## config.mk

```make
export PLATFORM = sky130hd
export DESIGN_NAME = urb_quad_ready_baud
export DESIGN_NICKNAME = d
export VERILOG_FILES = /design/src/design/urb_pkg.sv /design/src/design/urb_quad_ready_baud.sv
export SDC_FILE = /design/constraint.sdc
export NUM_CORES = 2
export LEC_CHECK = 0
export ABC_AREA = 1
export BUFFER_PORTS_ARGS = -buffer_cell sky130_fd_sc_hd__buf_2
export CORE_MARGIN = 3
export CORE_UTILIZATION = 45
export CTS_BUF_LIST = sky130_fd_sc_hd__clkbuf_4
export DETAILED_ROUTE_END_ITERATION = 10
export GPL_ROUTABILITY_DRIVEN = 0
export SETUP_SLACK_MARGIN = 0.3
export SYNTH_ARGS = -nofsm -noshare
export SYNTH_HDL_FRONTEND = slang
export SYNTH_SLANG_ARGS = --single-unit
```

## constraint.sdc

```tcl
create_clock -name ref_clk -period 3.95 [get_ports ref_clk]
set_clock_uncertainty 0.05 [all_clocks]
set_input_delay 0 -clock ref_clk [delete_from_list [all_inputs] [get_ports ref_clk]]
set_output_delay 0 -clock ref_clk [all_outputs]
set_load 0.1 [all_outputs]
```

## src/design/urb_pkg.sv

```systemverilog
package urb_pkg;

  localparam int CH_N = 4;
  localparam int DEPTH = 16;
  localparam int CNT_W = 5;
  localparam int PTR_W = 4;

  // register offsets inside one channel
  localparam logic [2:0] OFS_HOLD = 3'h0;
  localparam logic [2:0] OFS_MASK = 3'h1;
  localparam logic [2:0] OFS_SETUP = 3'h2;
  localparam logic [2:0] OFS_FORMAT = 3'h3;
  localparam logic [2:0] OFS_MODEM = 3'h4;
  localparam logic [2:0] OFS_LSTATE = 3'h5;
  localparam logic [2:0] OFS_MSTATE = 3'h6;
  localparam logic [2:0] OFS_SCRATCH = 3'h7;

  // field positions
  localparam int SETUP_EN = 0;
  localparam int SETUP_RXCLR = 1;
  localparam int SETUP_TXCLR = 2;
  localparam int SETUP_BLOCK = 3;
  localparam int SETUP_TXTRIG = 4;
  localparam int SETUP_RXTRIG = 6;
  localparam int FORMAT_DLAB = 7;
  localparam int MODEM_PRESC = 7;
  localparam int LS_DREADY = 0;
  localparam int LS_HOLD_EMPTY = 5;
  localparam int LS_TX_EMPTY = 6;

  // reset values
  localparam logic [7:0] RST_REG = 8'h00;
  localparam logic [15:0] RST_DIV = 16'h0000;

  // interrupt source codes
  localparam logic [3:0] SRC_NONE = 4'h1;
  localparam logic [3:0] SRC_TX = 4'h2;
  localparam logic [3:0] SRC_RX = 4'h4;
  localparam logic [3:0] SRC_TOUT = 4'hc;

  // trigger levels selected by a 2-bit field
  localparam logic [4:0] TRIG_0 = 5'h01;
  localparam logic [4:0] TRIG_1 = 5'h04;
  localparam logic [4:0] TRIG_2 = 5'h08;
  localparam logic [4:0] TRIG_3 = 5'h0e;

  // timing in sample ticks
  localparam int SAMPLES_PER_BIT = 16;
  localparam int TOUT_WORDS = 4;
  localparam int TOUT_EXTRA_BITS = 12;
  localparam int WORD_BITS_BASE = 5;
  localparam logic [1:0] PRESC_LAST = 2'h3;

  typedef struct packed {
    logic tx_take;
    logic tx_shift_busy;
    logic rx_put;
    logic [7:0] rx_byte;
  } urb_srl_in_s;

  typedef struct packed {
    logic irq_tx;
    logic irq_rx;
    logic rx_service_req_n;
    logic tx_service_req_n;
    logic sample_tick;
    logic tx_avail;
    logic [7:0] tx_byte;
  } urb_chan_out_s;

endpackage : urb_pkg

```

## src/design/urb_quad_ready_baud.sv

```systemverilog
module urb_quad_ready_baud #(
  parameter int CH_N = urb_pkg::CH_N,
  parameter int DEPTH = urb_pkg::DEPTH
) (
  input logic ref_clk,
  input logic rstn,
  input logic [4:0] reg_addr,
  input logic [7:0] reg_wdata,
  input logic reg_wr,
  input logic reg_rd,
  output logic [7:0] reg_rdata,
  input logic osc_in,
  output logic osc_out,
  input urb_pkg::urb_srl_in_s serial_in [CH_N],
  output urb_pkg::urb_chan_out_s chan_out [CH_N]
);

  logic [7:0] ch_rd_val [CH_N];

  always_ff @(posedge ref_clk or negedge rstn) begin
    if (!rstn) begin
      osc_out <= 1'b0;
    end else begin
      osc_out <= ~osc_in;
    end
  end

  always_ff @(posedge ref_clk or negedge rstn) begin
    if (!rstn) begin
      reg_rdata <= urb_pkg::RST_REG;
    end else if (reg_rd) begin
      reg_rdata <= ch_rd_val[reg_addr[4:3]];
    end else begin
      reg_rdata <= urb_pkg::RST_REG;
    end
  end

  function automatic logic [4:0] urb_trig(input logic [1:0] sel);
    case (sel)
      2'h0: urb_trig = urb_pkg::TRIG_0;
      2'h1: urb_trig = urb_pkg::TRIG_1;
      2'h2: urb_trig = urb_pkg::TRIG_2;
      default: urb_trig = urb_pkg::TRIG_3;
    endcase
  endfunction

  genvar ch;
  for (ch = 0; ch < CH_N; ch++) begin : g_ch
    logic sel;
    logic wr;
    logic rd;
    logic dlab;
    logic fifo_en;
    logic blk;
    logic [7:0] setup;
    logic [7:0] mask;
    logic [7:0] format;
    logic [7:0] modem;
    logic [7:0] scratch;
    logic [7:0] div_lo;
    logic [7:0] div_hi;
    logic [15:0] divisor;
    logic [7:0] tmem [DEPTH];
    logic [7:0] rmem [DEPTH];
    logic [3:0] twp;
    logic [3:0] trp;
    logic [3:0] rwp;
    logic [3:0] rrp;
    logic [4:0] tcnt;
    logic [4:0] rcnt;
    logic [4:0] cap;
    logic [4:0] ttrig;
    logic [4:0] rtrig;
    logic tx_push;
    logic tx_pop;
    logic rx_push;
    logic rx_pop;
    logic clr_tx;
    logic clr_rx;
    logic [4:0] next_tcnt;
    logic [3:0] next_trp;
    logic [1:0] pre_cnt;
    logic [15:0] div_cnt;
    logic tick;
    logic [9:0] tout_cnt;
    logic [9:0] tout_lim;
    logic tout;
    logic [3:0] src;
    logic [7:0] lstate;

    assign sel = (reg_addr[4:3] == 2'(ch));
    assign wr = reg_wr & sel;
    assign rd = reg_rd & sel;
    assign dlab = format[urb_pkg::FORMAT_DLAB];
    assign fifo_en = setup[urb_pkg::SETUP_EN];
    assign blk = fifo_en & setup[urb_pkg::SETUP_BLOCK];
    assign divisor = {div_hi, div_lo};
    // fifos off behave as one-deep holding registers
    assign cap = fifo_en ? 5'(DEPTH) : 5'h01;
    assign ttrig = urb_trig(setup[urb_pkg::SETUP_TXTRIG +: 2]);
    assign rtrig = urb_trig(setup[urb_pkg::SETUP_RXTRIG +: 2]);

    assign tx_push = wr & (reg_addr[2:0] == urb_pkg::OFS_HOLD) & !dlab & (tcnt < cap);
    assign tx_pop = serial_in[ch].tx_take & (tcnt != 5'h00);
    assign rx_push = serial_in[ch].rx_put & (rcnt < cap);
    assign rx_pop = rd & (reg_addr[2:0] == urb_pkg::OFS_HOLD) & !dlab & (rcnt != 5'h00);
    assign clr_tx = wr & (reg_addr[2:0] == urb_pkg::OFS_SETUP)
      & (reg_wdata[urb_pkg::SETUP_TXCLR] | (reg_wdata[urb_pkg::SETUP_EN] != fifo_en));
    assign clr_rx = wr & (reg_addr[2:0] == urb_pkg::OFS_SETUP)
      & (reg_wdata[urb_pkg::SETUP_RXCLR] | (reg_wdata[urb_pkg::SETUP_EN] != fifo_en));
    assign next_tcnt = clr_tx ? 5'h00 : 5'(tcnt + 5'(tx_push) - 5'(tx_pop));
    assign next_trp = clr_tx ? 4'h0 : 4'(trp + 4'(tx_pop));

    // control registers; divisor is reset here only so the sim is defined
    always_ff @(posedge ref_clk or negedge rstn) begin
      if (!rstn) begin
        setup <= urb_pkg::RST_REG;
        mask <= urb_pkg::RST_REG;
        format <= urb_pkg::RST_REG;
        modem <= urb_pkg::RST_REG;
        scratch <= urb_pkg::RST_REG;
        div_lo <= urb_pkg::RST_DIV[7:0];
        div_hi <= urb_pkg::RST_DIV[15:8];
      end else if (wr) begin
        case (reg_addr[2:0])
          urb_pkg::OFS_HOLD: begin
            if (dlab) begin
              div_lo <= reg_wdata;
            end
          end
          urb_pkg::OFS_MASK: begin
            if (dlab) begin
              div_hi <= reg_wdata;
            end else begin
              mask <= reg_wdata;
            end
          end
          // clear bits are self-clearing, never stored
          urb_pkg::OFS_SETUP: setup <= reg_wdata & 8'hf9;
          urb_pkg::OFS_FORMAT: format <= reg_wdata;
          urb_pkg::OFS_MODEM: modem <= reg_wdata;
          urb_pkg::OFS_SCRATCH: scratch <= reg_wdata;
          default: ;
        endcase
      end
    end

    // transmit storage
    always_ff @(posedge ref_clk or negedge rstn) begin
      if (!rstn) begin
        twp <= 4'h0;
        trp <= 4'h0;
        tcnt <= 5'h00;
      end else begin
        twp <= clr_tx ? 4'h0 : 4'(twp + 4'(tx_push));
        trp <= next_trp;
        tcnt <= next_tcnt;
      end
    end

    always_ff @(posedge ref_clk) begin
      if (tx_push) begin
        tmem[twp] <= reg_wdata;
      end
    end

    // receive storage
    always_ff @(posedge ref_clk or negedge rstn) begin
      if (!rstn) begin
        rwp <= 4'h0;
        rrp <= 4'h0;
        rcnt <= 5'h00;
      end else if (clr_rx) begin
        rwp <= 4'h0;
        rrp <= 4'h0;
        rcnt <= 5'h00;
      end else begin
        rwp <= 4'(rwp + 4'(rx_push));
        rrp <= 4'(rrp + 4'(rx_pop));
        rcnt <= 5'(rcnt + 5'(rx_push) - 5'(rx_pop));
      end
    end

    always_ff @(posedge ref_clk) begin
      if (rx_push) begin
        rmem[rwp] <= serial_in[ch].rx_byte;
      end
    end

    // rate divider; a zero divisor stops the tick
    always_ff @(posedge ref_clk or negedge rstn) begin
      if (!rstn) begin
        pre_cnt <= 2'h0;
        div_cnt <= 16'h0000;
        tick <= 1'b0;
      end else begin
        tick <= 1'b0;
        if (divisor == 16'h0000) begin
          pre_cnt <= 2'h0;
          div_cnt <= 16'h0000;
        end else if (pre_cnt == (modem[urb_pkg::MODEM_PRESC] ? urb_pkg::PRESC_LAST : 2'h0)) begin
          pre_cnt <= 2'h0;
          if (div_cnt >= 16'(divisor - 16'h0001)) begin
            div_cnt <= 16'h0000;
            tick <= 1'b1;
          end else begin
            div_cnt <= 16'(div_cnt + 16'h0001);
          end
        end else begin
          pre_cnt <= 2'(pre_cnt + 2'h1);
        end
      end
    end

    assign tout_lim = 10'(((urb_pkg::WORD_BITS_BASE + int'(format[1:0])) * urb_pkg::TOUT_WORDS
      + urb_pkg::TOUT_EXTRA_BITS) * urb_pkg::SAMPLES_PER_BIT - 1);

    always_ff @(posedge ref_clk or negedge rstn) begin
      if (!rstn) begin
        tout_cnt <= 10'h000;
        tout <= 1'b0;
      end else if (rx_push | rx_pop | clr_rx | (rcnt == 5'h00)) begin
        tout_cnt <= 10'h000;
        tout <= 1'b0;
      end else if (tick) begin
        if (tout_cnt >= tout_lim) begin
          tout <= 1'b1;
        end else begin
          tout_cnt <= 10'(tout_cnt + 10'h001);
        end
      end
    end

    // ready outputs only, no memory master
    always_ff @(posedge ref_clk or negedge rstn) begin
      if (!rstn) begin
        chan_out[ch].irq_tx <= 1'b1;
        chan_out[ch].irq_rx <= 1'b0;
        chan_out[ch].rx_service_req_n <= 1'b1;
        chan_out[ch].tx_service_req_n <= 1'b0;
      end else begin
        if (fifo_en) begin
          chan_out[ch].irq_tx <= !(next_tcnt > ttrig);
          chan_out[ch].irq_rx <= (rcnt >= rtrig) | tout;
        end else begin
          chan_out[ch].irq_tx <= (next_tcnt == 5'h00);
          chan_out[ch].irq_rx <= (rcnt != 5'h00);
        end
        if (blk) begin
          // fall at trigger, rise on empty
          if (rcnt == 5'h00) begin
            chan_out[ch].rx_service_req_n <= 1'b1;
          end else if ((rcnt >= rtrig) | tout) begin
            chan_out[ch].rx_service_req_n <= 1'b0;
          end
          chan_out[ch].tx_service_req_n <= (next_tcnt == 5'(DEPTH));
        end else begin
          chan_out[ch].rx_service_req_n <= (rcnt == 5'h00);
          chan_out[ch].tx_service_req_n <= (next_tcnt != 5'h00);
        end
      end
    end

    // tick shared by shifter and sampler
    always_ff @(posedge ref_clk or negedge rstn) begin
      if (!rstn) begin
        chan_out[ch].sample_tick <= 1'b0;
        chan_out[ch].tx_avail <= 1'b0;
        chan_out[ch].tx_byte <= urb_pkg::RST_REG;
      end else begin
        chan_out[ch].sample_tick <= tick;
        chan_out[ch].tx_avail <= (next_tcnt != 5'h00);
        // an entry pushed into an emptying store bypasses the array
        if (tx_push && (5'(tcnt - 5'(tx_pop)) == 5'h00)) begin
          chan_out[ch].tx_byte <= reg_wdata;
        end else begin
          chan_out[ch].tx_byte <= tmem[next_trp];
        end
      end
    end

    always_comb begin
      if ((rcnt != 5'h00) & tout) begin
        src = urb_pkg::SRC_TOUT;
      end else if (rcnt != 5'h00) begin
        src = urb_pkg::SRC_RX;
      end else if (tcnt == 5'h00) begin
        src = urb_pkg::SRC_TX;
      end else begin
        src = urb_pkg::SRC_NONE;
      end
    end

    always_comb begin
      lstate = 8'h00;
      lstate[urb_pkg::LS_DREADY] = (rcnt != 5'h00);
      lstate[urb_pkg::LS_HOLD_EMPTY] = (tcnt == 5'h00);
      lstate[urb_pkg::LS_TX_EMPTY] = (tcnt == 5'h00) & !serial_in[ch].tx_shift_busy;
    end

    always_comb begin
      case (reg_addr[2:0])
        urb_pkg::OFS_HOLD: ch_rd_val[ch] = dlab ? div_lo : rmem[rrp];
        urb_pkg::OFS_MASK: ch_rd_val[ch] = dlab ? div_hi : mask;
        urb_pkg::OFS_SETUP: ch_rd_val[ch] = {fifo_en, fifo_en, 2'h0, src};
        urb_pkg::OFS_FORMAT: ch_rd_val[ch] = format;
        urb_pkg::OFS_MODEM: ch_rd_val[ch] = modem;
        urb_pkg::OFS_LSTATE: ch_rd_val[ch] = lstate;
        urb_pkg::OFS_SCRATCH: ch_rd_val[ch] = scratch;
        default: ch_rd_val[ch] = 8'h00;
      endcase
    end
  end

endmodule // urb_quad_ready_baud

```

==> results summary <==
The placeable core region is between 150000 and 200000 µm². The critical path is of the in -> reg type. The slowest stage of the critical path is the sky130_fd_sc_hd__dlygate4sd3_1 cell. The residual overflow from global routing is 0. The total buffers and inverters traversed by the critical path came out at 7. In the post-synthesis netlist, the cell with the most instances is sky130_fd_sc_hd__nand2_1. The commonest register cell after synthesis is sky130_fd_sc_hd__edfxtp_1.

The instance area after placement is 75010 µm². The maximum ir drop on the vdd rail is 0.5856 mV. The net count of the finished layout is 8123.

The number of sinks handled by clock tree synthesis came out at 1529. The detailed-placement wirelength estimate came out at approximately 130 mm. The insertion delay to the later sink of the worst-skew pair came out at roughly 1400 ps. Timing would allow up to ~280 MHz. Once the floorplan was initialized, standard cells occupied a little under half of the core. The standard-cell row count is 146. The final total negative setup slack came out at 0 ps. The number of nets handed over by synthesis was roughly 7.6k. The number of storage elements in the synthesis netlist is 1529. The total via count in the routed design is 54.68k. The tree is rooted in a sky130_fd_sc_hd__clkbuf_4.

TritonCTS built the clock tree. Setup violations remaining at the end of the flow were counted as 0. The reg-to-reg critical path endpoint is reg_rdata[5]. The post-layout instance area is approximately 82000 µm². In the post-synthesis netlist, the biggest area contributors are sky130_fd_sc_hd__edfxtp_1 43%, sky130_fd_sc_hd__dfrtp_1 17%, sky130_fd_sc_hd__nand2_1 9.1%, sky130_fd_sc_hd__nand3_1 6.1%, sky130_fd_sc_hd__ha_1 4.3%.

The final worst-path setup slack came out at 412.9 ps. The number of top-level pins is 127. The per-cell routed wire length is just under 20 µm. Of all cell types, the one taking the most synthesized area is sky130_fd_sc_hd__edfxtp_1. The average cell area after synthesis is 9.889 µm².

The commonest cells after synthesis are 1752 x sky130_fd_sc_hd__nand2_1, 1024 x sky130_fd_sc_hd__edfxtp_1, 882 x sky130_fd_sc_hd__nand3_1. The worst hold path class is in -> reg. The initial antenna violation count came out at 8. During placement, the flow inserted port buffers numbering 126. The number of buffers created by CTS is 427.

The vias per cell came out at ~5.4. The number of synthesized flops with an enable pin came out at 1024. The worst slack at placement is 336.2 ps. The portion of the clock cycle consumed by the worst path in the final layout came out at a little under 90%. The vertical die dimension came out at 406.1 µm. For the worst setup path, the data required time is 5090 ps. The time the worst path needs with I/O delays and setup came out at 3537 ps.

In the routed design, unresolved DRC markers number 0. Power spread over the standard cell area amounts to 656.9 nW/µm². The maximum clock insertion buffer count came out at 4.

The family with the most delay on the worst path is buffers and inverters. The share of the Yosys chip area taken by registers is about three fifths. The first global-routing pass estimated just over 300 mm of wire. The data arrival time of the critical path came out at 4680 ps. The worst-margin pin slew is between 1000 and 1500 ps. The worst register-to-register path begins at g_ch[2].format[7]. The headroom to the max-slew limit came out at 30.83%. The path with the worst hold slack has its endpoint at g_ch[1].tcnt[0]. The leakage power of the design is 34.73 nW.

The total number of yosys warnings is 0. The worst hold path passes through 8 cells. The number of max-cap violations came out at 0. In this run the biggest area consumer among cell types represents roughly 43% of the synthesized area.

The largest single stage delay on the critical path is 890 ps. STA classifies the critical path startpoint as an input port. The post-synthesis to final-layout area growth came out at 13.85%. The number of DRC violations after detailed-routing iteration 0 is 4794.

The count of cell types in the netlist came out at 59. Summing every instance area after synthesis gives 72040 µm². From left edge to right edge, the die measures 406.1 µm.

The overall die area is 164900 µm². The depth of the CTS H-tree is 5. The via count of the first global-routing pass is roughly 54k. The total count of max-transition violations in the final report came to 0. The register clock-pin slew on the reported worst setup and hold paths is 60 ps. The top fanout value on the critical path is 8. The number of nets with antenna violations after routing came out at 0. The total count of hold-check failures in the final report is 0.

The number of instances in the synthesized netlist is between 7k and 8k. Setup repair after global routing could not meet its margin everywhere. The fraction of layout cells with a size suffix above 1 is 13.19%.

The startpoint identified for the worst hold timing path is serial_in[32]. Measured in cells, the most critical reg-to-reg path has a length of 13. The largest net degree at the start of global routing is 104.

The overall fraction of global-route tracks in use is a little under a quarter. The sort of element at the end of the critical path is a register. The wire length reported by the detailed router came out at 198.4 mm. The count of TritonRoute iterations in the first routing pass came out at 6. The run finished with clean final reports.

The internal reg-to-reg setup slack is 450 ps. The critical path goes through dlygate4sd3_1 -> buf_2 -> dlygate4sd3_1 -> inv_4 -> nor2_8 -> nand2_4 -> nor2_1 -> and2_1 -> inv_1 -> ha_1 -> inv_1 -> ha_1 -> fa_2 -> inv_1 -> nor2_2 -> ha_1 -> nand2_1 -> o21ai_0 -> a21oi_1 -> o21ai_0 -> a21oi_1. The share of flip-flops with an asynchronous set or reset is 33.03%.
## layout by cell type, fill, tap and decap left out, drive strengths merged, types with 2 or more instances in the layout
cell type and n:
and3 3, or2 35, o31ai 29, o21a 8, nand2 1771, and2 4
a22oi 3, nand4 51, nor3b 3, a41o 4, nor3 78, o21ai 384
o22ai 20, diode 6, buf 264, a21oi 170, dfrtp 497, o2111ai 100
o32ai 3, a31oi 11, clkinv 116, o211ai 11, o41ai 2, a211oi 9
ha 248, inv 730, o21bai 3, xor2 107, nand3b 138, fa 8
xnor2 43, dlygate4sd3 133, nor2 560, o221ai 3, clkbuf 640, nor4 21
nand3 886, a21o 3, edfxtp 1024, dfstp 8
## state kept, by name, summed over array words and instances (netlist names), 24 cells and up
name and flops:
g_ch.format 32, chan_out 56, g_ch.setup 24, g_ch.modem 32, g_ch.div_cnt 64, g_ch.rmem 512, g_ch.tmem 512, g_ch.mask 32
g_ch.tout_cnt 40, g_ch.div_lo 32, g_ch.scratch 32, g_ch.div_hi 32
## how the worst max path moves through the flow
stage | to | slack, ps | cells after the start | start
6_report | chan_out[41] | 410 | 21 | reg_addr[3]
5_1_grt | chan_out[55] | 270 | 21 | g_ch[0].tcnt[2]
4_1_cts | chan_out[55] | 310 | 21 | g_ch[0].tcnt[2]
3_5_place_dp | chan_out[55] | 340 | 21 | g_ch[0].tcnt[1]
3_3_place_gp | chan_out[55] | 330 | 21 | g_ch[0].tcnt[1]
2_1_floorplan | chan_out[55] | 530 | 21 | g_ch[0].setup[0]
## stage by stage
step                      total power [mW]  hold slack [ps]  utilization [%]  cells
after floorplan                      33.94           -345.6                -   7285
after global placement               39.36            15.39            47.25   9296
after detailed placement             39.66            16.19            47.25   9296
after CTS                            54.04            6.198            51.51  10196
after global routing                 57.58            124.2            51.66  10211
final                                53.88            177.8            51.66  10214
## metal layers
layer	track usage (%)	part of all wire, %
met1	33.24	44
met2	37.59	46
met3	4.851	7.4
met4	8.264	2.7
met5	0	0.017
## timing repair
action / 4_1_cts / 5_1_grt
setup endpoints to repair: 1 / 63
buffers inserted: 0 / 12
resized for setup: 1 / 53
endpoints found under the hold margin: 2970 / 0
hold buffers: 140 / 0
pin swaps: 0 / 8
## cell type report
| cell class | count | area [µm²] |
|---|---|---|
| Inverter | 727 | 2734 |
| Antenna cell | 6 | 15.01 |
| Timing Repair Buffer | 398 | 3224 |
| Clock buffer | 640 | 4805 |
| Clock inverter | 120 | 464.2 |
| Sequential cell | 1529 | 43410 |
| Tap cell | 2072 | 2592 |
| Multi-Input combinational cell | 4722 | 24780 |
| Fill cell | 14471 | 76730 |
## power by group
part | internal (mW) | switching (mW)
logic | 5.87 | 14.1
registers | 18.8 | 1.04
clock network | 7.36 | 6.68
## kinds of logic after synthesis
family          after synthesis  synth area share [%]
simple gates               3550                 21.60
mux                           1               0.01563
compound gates              765                 6.235
flops                      1529                 60.24
fa+ha+maj                   256                 4.530
xor+xnor                    150                 1.824
buf+inv                    1034                 5.556
## worst register-to-register path: stages, from the launching register on
cell	delay, ps
sky130_fd_sc_hd__dfrtp_1	450
sky130_fd_sc_hd__buf_4	330
sky130_fd_sc_hd__inv_1	100
sky130_fd_sc_hd__buf_4	240
sky130_fd_sc_hd__nand2_1	90
sky130_fd_sc_hd__a21oi_1	80
sky130_fd_sc_hd__nor3_1	290
sky130_fd_sc_hd__nand2_1	110
sky130_fd_sc_hd__nand2_1	60
sky130_fd_sc_hd__dlygate4sd3_1	550
sky130_fd_sc_hd__nand2_1	60
sky130_fd_sc_hd__dlygate4sd3_1	590
sky130_fd_sc_hd__nor2_2	240
sky130_fd_sc_hd__nor2_1	80
Note: power is estimated with default switching activity, not from simulation.
